<file path="config.mk">
export PLATFORM = sky130hd
export DESIGN_NAME = ularg_top
export DESIGN_NICKNAME = d
export VERILOG_FILES = /design/src/rtl/ularg_pkg.sv /design/src/rtl/ularg_top.sv
export SDC_FILE = /design/constraint.sdc
export NUM_CORES = 2
export LEC_CHECK = 0
export CAP_MARGIN = 10
export CORE_MARGIN = 2
export CORE_UTILIZATION = 57
export CTS_BUF_LIST = sky130_fd_sc_hd__clkbuf_16
export CTS_CLUSTER_SIZE = 40
export DETAILED_ROUTE_END_ITERATION = 8
export DONT_BUFFER_PORTS = 1
export GPL_TIMING_DRIVEN = 1
export PLACE_DENSITY = 0.8
export SLEW_MARGIN = 20
export SYNTH_ARGS = -nofsm -noshare
export SYNTH_HDL_FRONTEND = slang
export SYNTH_SLANG_ARGS = --single-unit
</file>
<file path="constraint.sdc">
create_clock -name I_CLK -period 3.75 [get_ports I_CLK]
set_clock_uncertainty 0.15 [all_clocks]
set_input_delay 0.75 -clock I_CLK [delete_from_list [all_inputs] [get_ports I_CLK]]
set_output_delay 0.75 -clock I_CLK [all_outputs]
set_load 0.02 [all_outputs]
</file>
<file path="src/rtl/ularg_pkg.sv">
// shared constants and types for the ulpi register access block
package ularg_pkg;
   // ---------------------------------------------------------------
   // command byte layout
   // ---------------------------------------------------------------
   localparam int unsigned ULARG_CLASS_HI = 7;
   localparam int unsigned ULARG_CLASS_LO = 6;
   localparam logic [1:0] ULARG_CLASS_IDLE = 2'h0;
   localparam logic [1:0] ULARG_CLASS_TX = 2'h1;
   localparam logic [1:0] ULARG_CLASS_WR = 2'h2;
   localparam logic [1:0] ULARG_CLASS_RD = 2'h3;
   localparam logic [5:0] ULARG_EXT_CODE = 6'h2f;
   localparam logic [5:0] ULARG_NOPID_CODE = 6'h00;
   localparam logic [7:0] ULARG_IDLE_BYTE = 8'h00;
   // ---------------------------------------------------------------
   // reset values
   // ---------------------------------------------------------------
   localparam logic [7:0] ULARG_BYTE_RST = 8'h00;
   localparam logic ULARG_BIT_RST = 1'b0;
   // ---------------------------------------------------------------
   // protocol states
   // ---------------------------------------------------------------
   typedef enum logic [3:0] {
      ST_IDLE, ST_CMD, ST_NXTWAIT, ST_EXTADR, ST_WDATA, ST_WSTOP,
      ST_COMMIT, ST_RDRIVE, ST_RDONE, ST_TURNBACK, ST_TXSKIP
   } ularg_state_t;
endpackage

</file>
<file path="src/rtl/ularg_top.sv">
// ulpi phy-side command decode and register array access
`timescale 1ns/1ps
module ularg_top
   import ularg_pkg::*;
(
   input wire logic I_CLK,
   input wire logic I_NRST,
   input wire logic I_ULPI_CLK,
   input wire logic [7:0] I_DATA,
   input wire logic I_STP,
   input wire logic I_MODE_HOLD,
   output logic [7:0] O_DATA,
   output logic O_DATA_OE,
   output logic O_DIR,
   output logic O_NXT,
   output logic O_TX_VALID,
   output logic O_TX_NOPID,
   output logic [3:0] O_TX_PID
);
   // ---------------------------------------------------------------
   // synchronisers and edge detect
   // ---------------------------------------------------------------
   logic clk_s1_r, clk_s2_r, clk_s3_r;
   logic [7:0] dat_s1_r, dat_s2_r;
   logic stp_s1_r, stp_s2_r;
   logic rise, fall;
   logic [7:0] bus_r;
   logic stp_smp_r;
   ularg_state_t state_r;
   logic [7:0] cmd_r, addr_r, wdata_r;
   logic dir_r, nxt_r, oe_r;
   logic [7:0] dout_r;
   logic tx_valid_r, tx_nopid_r;
   logic [3:0] tx_pid_r;
   logic [7:0] regs_mem [0:255];
   logic mem_we;
   logic is_ext, is_rd;

   // two flops on every pin from the link side, a third on the interface clock for edge detect
   always_ff @(posedge I_CLK or negedge I_NRST) begin
      if (!I_NRST) begin
         clk_s1_r <= ULARG_BIT_RST;
         clk_s2_r <= ULARG_BIT_RST;
         clk_s3_r <= ULARG_BIT_RST;
         dat_s1_r <= ULARG_BYTE_RST;
         dat_s2_r <= ULARG_BYTE_RST;
         stp_s1_r <= ULARG_BIT_RST;
         stp_s2_r <= ULARG_BIT_RST;
      end else begin
         clk_s1_r <= I_ULPI_CLK;
         clk_s2_r <= clk_s1_r;
         clk_s3_r <= clk_s2_r;
         dat_s1_r <= I_DATA;
         dat_s2_r <= dat_s1_r;
         stp_s1_r <= I_STP;
         stp_s2_r <= stp_s1_r;
      end
   end

   // edge pulses of the interface clock
   assign rise = clk_s2_r & ~clk_s3_r;
   assign fall = ~clk_s2_r & clk_s3_r;

   // sample link signals mid-cycle, where they are stable
   always_ff @(posedge I_CLK or negedge I_NRST) begin
      if (!I_NRST) begin
         bus_r <= ULARG_BYTE_RST;
         stp_smp_r <= ULARG_BIT_RST;
      end else if (fall) begin
         bus_r <= dat_s2_r;
         stp_smp_r <= stp_s2_r;
      end
   end

   // ---------------------------------------------------------------
   // command decode helpers
   // ---------------------------------------------------------------
   assign is_ext = (cmd_r[5:0] == ULARG_EXT_CODE);
   assign is_rd = (cmd_r[ULARG_CLASS_HI:ULARG_CLASS_LO] == ULARG_CLASS_RD);
   assign mem_we = rise && (state_r == ST_COMMIT) && !stp_smp_r;

   // ---------------------------------------------------------------
   // protocol state machine
   // ---------------------------------------------------------------
   // all bus outputs move only on interface clock rising edges
   always_ff @(posedge I_CLK or negedge I_NRST) begin
      if (!I_NRST) begin
         state_r <= ST_IDLE;
         cmd_r <= ULARG_BYTE_RST;
         addr_r <= ULARG_BYTE_RST;
         wdata_r <= ULARG_BYTE_RST;
         dir_r <= ULARG_BIT_RST;
         nxt_r <= ULARG_BIT_RST;
         oe_r <= ULARG_BIT_RST;
         dout_r <= ULARG_BYTE_RST;
      end else if (rise) begin
         unique case (state_r)
            ST_IDLE: begin
               // idle byte and hold modes start nothing
               if (!I_MODE_HOLD && bus_r != ULARG_IDLE_BYTE) begin
                  cmd_r <= bus_r;
                  addr_r <= {2'h0, bus_r[5:0]};
                  if (bus_r[ULARG_CLASS_HI:ULARG_CLASS_LO] == ULARG_CLASS_TX) begin
                     state_r <= ST_TXSKIP;
                  end else begin
                     state_r <= ST_CMD;
                  end
               end
            end
            ST_CMD: begin
               nxt_r <= 1'b1;
               state_r <= ST_NXTWAIT;
            end
            ST_NXTWAIT: begin
               if (is_ext) begin
                  state_r <= ST_EXTADR;
               end else if (is_rd) begin
                  dir_r <= 1'b1;
                  nxt_r <= 1'b0;
                  state_r <= ST_RDRIVE;
               end else begin
                  state_r <= ST_WDATA;
               end
            end
            ST_EXTADR: begin
               addr_r <= bus_r;
               if (is_rd) begin
                  dir_r <= 1'b1;
                  nxt_r <= 1'b0;
                  state_r <= ST_RDRIVE;
               end else begin
                  state_r <= ST_WDATA;
               end
            end
            ST_WDATA: begin
               wdata_r <= bus_r;
               if (is_ext) begin
                  nxt_r <= 1'b0;
               end
               state_r <= ST_WSTOP;
            end
            ST_WSTOP: begin
               // link marks the end with stop
               if (stp_smp_r) begin
                  nxt_r <= 1'b0;
                  state_r <= ST_COMMIT;
               end
            end
            ST_COMMIT: begin
               if (!stp_smp_r) begin
                  state_r <= ST_IDLE;
               end
            end
            ST_RDRIVE: begin
               // turn-around passed, drive register value
               oe_r <= 1'b1;
               dout_r <= regs_mem[addr_r];
               state_r <= ST_RDONE;
            end
            ST_RDONE: begin
               dir_r <= 1'b0;
               oe_r <= 1'b0;
               dout_r <= ULARG_BYTE_RST;
               state_r <= ST_TURNBACK;
            end
            ST_TURNBACK: begin
               state_r <= ST_IDLE;
            end
            ST_TXSKIP: begin
               // transmit payload is handled elsewhere; wait for stop
               if (stp_smp_r) begin
                  state_r <= ST_IDLE;
               end
            end
         endcase
      end
   end

   // transmit command decode strobe
   always_ff @(posedge I_CLK or negedge I_NRST) begin
      if (!I_NRST) begin
         tx_valid_r <= ULARG_BIT_RST;
         tx_nopid_r <= ULARG_BIT_RST;
         tx_pid_r <= 4'h0;
      end else begin
         tx_valid_r <= rise && (state_r == ST_IDLE) && !I_MODE_HOLD
            && (bus_r[ULARG_CLASS_HI:ULARG_CLASS_LO] == ULARG_CLASS_TX);
         // only a taken transmit command updates the fields, idle bytes leave them
         if (rise && state_r == ST_IDLE && !I_MODE_HOLD
            && bus_r[ULARG_CLASS_HI:ULARG_CLASS_LO] == ULARG_CLASS_TX) begin
            tx_nopid_r <= (bus_r[5:0] == ULARG_NOPID_CODE);
            tx_pid_r <= bus_r[3:0];
         end
      end
   end

   // ---------------------------------------------------------------
   // register array, no reset so contents survive every mode
   // ---------------------------------------------------------------
   always_ff @(posedge I_CLK) begin
      if (mem_we) begin
         regs_mem[addr_r] <= wdata_r;
      end
   end

   // outputs straight from flops
   assign O_DATA = dout_r;
   assign O_DATA_OE = oe_r;
   assign O_DIR = dir_r;
   assign O_NXT = nxt_r;
   assign O_TX_VALID = tx_valid_r;
   assign O_TX_NOPID = tx_nopid_r;
   assign O_TX_PID = tx_pid_r;
endmodule

</file>
# Word-level counts from Yosys, hierarchy flattened
# Memories as Yosys holds them, arrays and structs flattened.
# Index checks and enable logic that the tools add are counted.
word_totals:
  regBits: 75
  mem_bits_rw: 2048
  in_bits: 13
  output_inout_bits: 17
  word_cells: 88
  n_memories: 1
op_classes:
  n_eq_ne: 19
  mux: 22
  bitwise: 4
  reduce_logical: 22
memory_table:
  columns: ["name", "depth", "width", "rd", "rd_ports_with_merged_regs", "wr", "line", "rtl"]
  rows:
  - ["regs_mem", 256, 8, 1, 0, 1, "ularg_top.sv:35", "logic [7:0] regs_mem [0:255];"]
ops:
  columns: ["op", "n"]
  rows:
  - ["one-hot mux 4 bit (11 select lines)", 1]
  - ["one-hot mux 8 bit (2 select lines)", 2]
  - ["2-to-1 mux 4 bit", 5]
  - ["equality test 4 x 3 -> 1 bit, second input constant", 4]
  - ["equality test 4 bit, second input constant", 3]
  - ["inequality test 2 bit, second input constant", 6]
  - ["AND reduction 5 bit", 2]
  - ["AND reduction 3 bit", 3]
  - ["equality test 4 x 2 -> 1 bit, second input constant", 2]
  - ["2-to-1 mux 1 bit", 8]
  - ["2-to-1 mux 8 bit", 1]
  - ["nonzero test 8 bit", 1]
  - ["equality test 6 bit, second input constant", 1]
  - ["logical AND 1 bit", 6]
  - ["logical NOT 6 bit", 1]
  - ["one-hot mux 1 bit (5 select lines)", 1]
  - ["nonzero test 5 bit", 1]
  - ["equality test 4 x 1 -> 1 bit, second input constant", 1]
  - ["logical NOT 4 bit", 1]
  - ["AND reduction 2 bit", 2]
  - ["nonzero test 2 bit", 2]
  - ["2-to-1 mux 3 bit", 1]
  - ["one-hot mux 1 bit (3 select lines)", 1]
  - ["nonzero test 3 bit", 1]
  - ["other kinds (7)", 10]

# Depth between registers and ports, before layout
depth:
  ltp_word: 6
  ltp_mapped: 12
  ltp_nobuf: 7

# Worst setup path before layout
# OpenSTA, ideal clock, no wires.
synth_path:
  path_kind: "flip-flop to flip-flop"
  start: "register wdata_r[0]"
  end: "memory regs_mem[0][0] (data pin)"
  arrival_time_ps: 3179
  path_slack_ps: -382
  stages_incl_launch_ff: 1
  path_buffers: 0
  synth_period_minus_slack_ps: 4132
  cell_sequence: "dfrtp_1"
synth_lines:
  columns: ["element", "line", "rtl"]
  rows:
  - ["start: declaration", "ularg_top.sv:30", "logic [7:0] cmd_r, addr_r, wdata_r;"]
  - ["start signal: assignment", "ularg_top.sv:136", "wdata_r <= bus_r;"]
  - ["end: declaration", "ularg_top.sv:35", null]
# Straight into the memory's write port.

# Worst setup path in the final report
layout_path:
  start: "register addr_r[3]"
  end: "register dout_r[5], in the netlist O_DATA[5]"
layout_via:
  elab_chain_len: 2
layout_rtl:
  columns: ["element", "line", "rtl"]
  rows:
  - ["start: declaration", "ularg_top.sv:30", null]
  - ["start signal: assignment", "ularg_top.sv:102", "addr_r <= {2'h0, bus_r[5:0]};"]
  - ["start signal: assignment", "ularg_top.sv:126", "addr_r <= bus_r;"]
  - ["memory read (256 x 8 bit)", null, null]
  - ["one-hot mux 8 bit (2 select lines)", "ularg_top.sv:97", "unique case (state_r)"]
  - ["end signal: assignment", "ularg_top.sv:157", "dout_r <= regs_mem[addr_r];"]
  - ["end: declaration", "ularg_top.sv:32", "logic [7:0] dout_r;"]
# No other way between the ends.
# A chain may end at the register's enable or synchronous reset.

==> metrics.txt <==
die area 148000 um2; adder-cell share of the synthesized area 0%; P&R area growth vs syn 13.2%; die width 385 um; flops & latches, synth 2123; largest family of logic cells by synthesized area multiplexers; latest clock arrival within the worst-skew pair 850 ps; Cell Pwr Density 750 nW/um2; worst hold path type flop to flop; outcome finished with violations; Yosys Warn Count 0; worst slew pin tran 1100 ps; Sink Count 2123; CP required 4320 ps; Synth Area per Inst 20.1 um2; RSZ-0062 raised after global routing true; Finished Layout Cells ~6500; slowest stage delay, CP 800 ps; Hold WS 201 ps; Avg WL per Cell 32.1 um; clock transition at the registers of the reported paths 70 ps; post-layout minimum cycle time ~3800 ps; slack of the critical path -52.6 ps; grt ovf 0; period utilisation layout 101%; PortBufs 0; R2R Setup Slk -50 ps; sum of negative setup slack -72.3 ps; final setup vio count 2; Initial Utilization about 57%; Pre-Repair DR Iteration Count 9; DRT iter0 DRCs 7213; Yosys cell types 56; Post-layout nets 4417; post-synthesis simple-gate area fraction 3.09%; P_leak 29.6 nW; maximum vdd ir drop 0.717 mV; CP max-delay cell nor4b_1; Total Routing Usage GR 28.3%; Synth Area in XOR/XNOR less than 1%; Clock Tree Buf Depth 3; die height about 380 um; vias per std cell 6.79; DR vias about 44000; Post-synth EDFFs between 2000 and 2500; critical path launch point type flop; multiplexer area fraction after synthesis roughly 15%; Synthesized Nets 4122; post-synthesis compound-gate area fraction 3.54%; Hold Fails Final Rpt 0; Worst Setup End Kind flop; CP Buf/Inv Count 0; worst-path cell chain nor2b_4 -> a22oi_1 -> a22oi_1 -> nor2_1 -> nor4b_1 -> o311a_1 -> nor3_1; Routed Antenna Nets 0; critical path's top delay family simple AND/OR/NAND/NOR gates; failing checks DRC, setup timing; Core Area 144000 um2; DP Wirelength 124 mm; asr flop ratio synth roughly 3.5%; CTS H-Tree Depth 4; Post-Syn Area ~83000 um2; CP most frequent cell a22oi_1; Slew headroom between 20% and 30%; CP Max Fanout 27; GPL Wtd Cong 0.935; share of cells above drive strength 1 25.3%; sequential cell area fraction in the yosys report 76.7%; first-pass GRT wire length 301 mm; number of remaining DRC errors 10; Root Driver clkbuf_16; # IOs 30; CP arrival 4380 ps; Post-synth top flop edfxtp_1; CTS tree done; Peak Freq 0.263 GHz; maxcap violations 0; critical path type flop to flop; CTS Buf Count 199; largest net degree at the start of global routing 150; worst slack, placed -183 ps; vias in the first global route ~44000; FP Rows 139; antenna violations before repair 4; DRT Wirelength 208 mm; post-layout util 65.1%; Final Max Tran Viols 0; placed cell count approximately 6100; Mapped Cells 4109
synth_stat cells (19+ instances only):
library cell / instances / share of area [%]
nand4_1: 19 / 0.14
nand2_1: 120 / 0.55
clkbuf_1: 88 / 0.40
dfrtp_1: 75 / 2.3
a21oi_1: 85 / 0.52
o211ai_1: 24 / 0.22
edfxtp_1: 2048 / 74
buf_4: 47 / 0.43
nor3_1: 38 / 0.23
nor2_1: 284 / 1.3
buf_2: 83 / 0.50
mux2_2: 73 / 1.0
nand3_1: 39 / 0.24
mux2i_1: 255 / 3.1
mux4_2: 400 / 11
o21ai_0: 50 / 0.30
o22ai_1: 19 / 0.14
nor2b_1: 35 / 0.27
a221oi_1: 25 / 0.27
a22oi_1: 101 / 0.92
logic make-up (layout without fill, tap and decap cells):
group,count (synthesis),count (layout)
AOI/OAI and AO/OA,424,424
xor gates and xnor gates,1,1
buffers and inverters,255,714
DFF,2123,2123
muxes,728,728
other,0,1
and+or+nand+nor,578,578
cell usage in the layout, fill, tap and decap left out, types with 18 or more instances in the layout:
master        n
buf_12       43
nand2_1     117
nand4_1      19
nor2_2       21
edfxtp_1   2048
a22oi_1     101
nand3_1      35
o21ai_0      49
mux2_2       73
a21oi_1      83
buf_4       283
nor3_1       34
nor2_1      262
inv_1        46
clkbuf_16   200
a221oi_1     25
clkinv_2     44
o211ai_1     24
dfrtp_1      62
nor2b_1      31
mux4_2      400
bufinv_16    18
o22ai_1      19
mux2i_1     255
clkinv_1     40
layout make-up:
class	count	area, um2
clock buffers	200	5000
fillers	8848	50200
multi-input cells	1731	18100
diodes	1	2.50
inverters	9	33.8
flip-flops and latches	2123	63400
well taps	1903	2380
clock inverters	165	1430
repair buffers	340	3160
where the power goes:
part	total, mW	switching [mW]	internal (mW)
clock network	19.8	8.82	11.0
logic	19.3	12.5	6.84
registers	31.0	1.36	29.7
total	70.2	22.6	47.5
timing repair:
item,in CTS,in global routing
cloned,0,0
endpoints found under the setup margin,12,368
hold buffers,13,0
setup buffers,0,1
endpoints found under the hold margin,86,0
resized for setup,8,29
sequential cells by signal, summed over array words and instances (netlist names), 4 cells and up:
signal,count
regs_mem,2048
dat_s2_r,8
dat_s1_r,8
wdata_r,8
cmd_r,8
O_TX_PID,4
state_r,4
O_DATA,8
bus_r,8
addr_r,8
routing by layer:
| metal | share of wire [%] | global-route usage, % | up-vias |
|---|---|---|---|
| met5 | 0.019 | 0 | - |
| met4 | 4.5 | 12.2 | 6 |
| met3 | 13 | 7.99 | 542 |
| met2 | 48 | 44.1 | 3493 |
| met1 | 35 | 37.9 | 22400 |
| li1 | - | - | 17500 |
final timing paths:
path / start / to / cells past startpoint
min: dat_s1_r[7] / dat_s2_r[7] / 0
min reg2reg: dat_s1_r[7] / dat_s2_r[7] / 0
max: addr_r[3] / O_DATA[5] / 7
max in group asynchronous: I_NRST / addr_r[0] / 2
min in group asynchronous: I_NRST / bus_r[3] / 2
max reg2reg: addr_r[3] / O_DATA[5] / 7
worst reg2reg max path: cells and delay by family (launching register included):
kind | cells | cell delay (ps)
AOI/OAI and AO/OA | 3 | 1070
and+or+nand+nor | 4 | 1750
DFF | 1 | 700
stage by stage:
step | power [mW] | cell area, um2
2_1_floorplan | 42.2 | 82600
3_3_place_gp | 49.4 | 86700
3_5_place_dp | 50.0 | 86800
4_1_cts | 69.7 | 93400
5_1_grt | 71.7 | 93500
6_report | 70.2 | 93500
(Power assumes the default switching activity.)
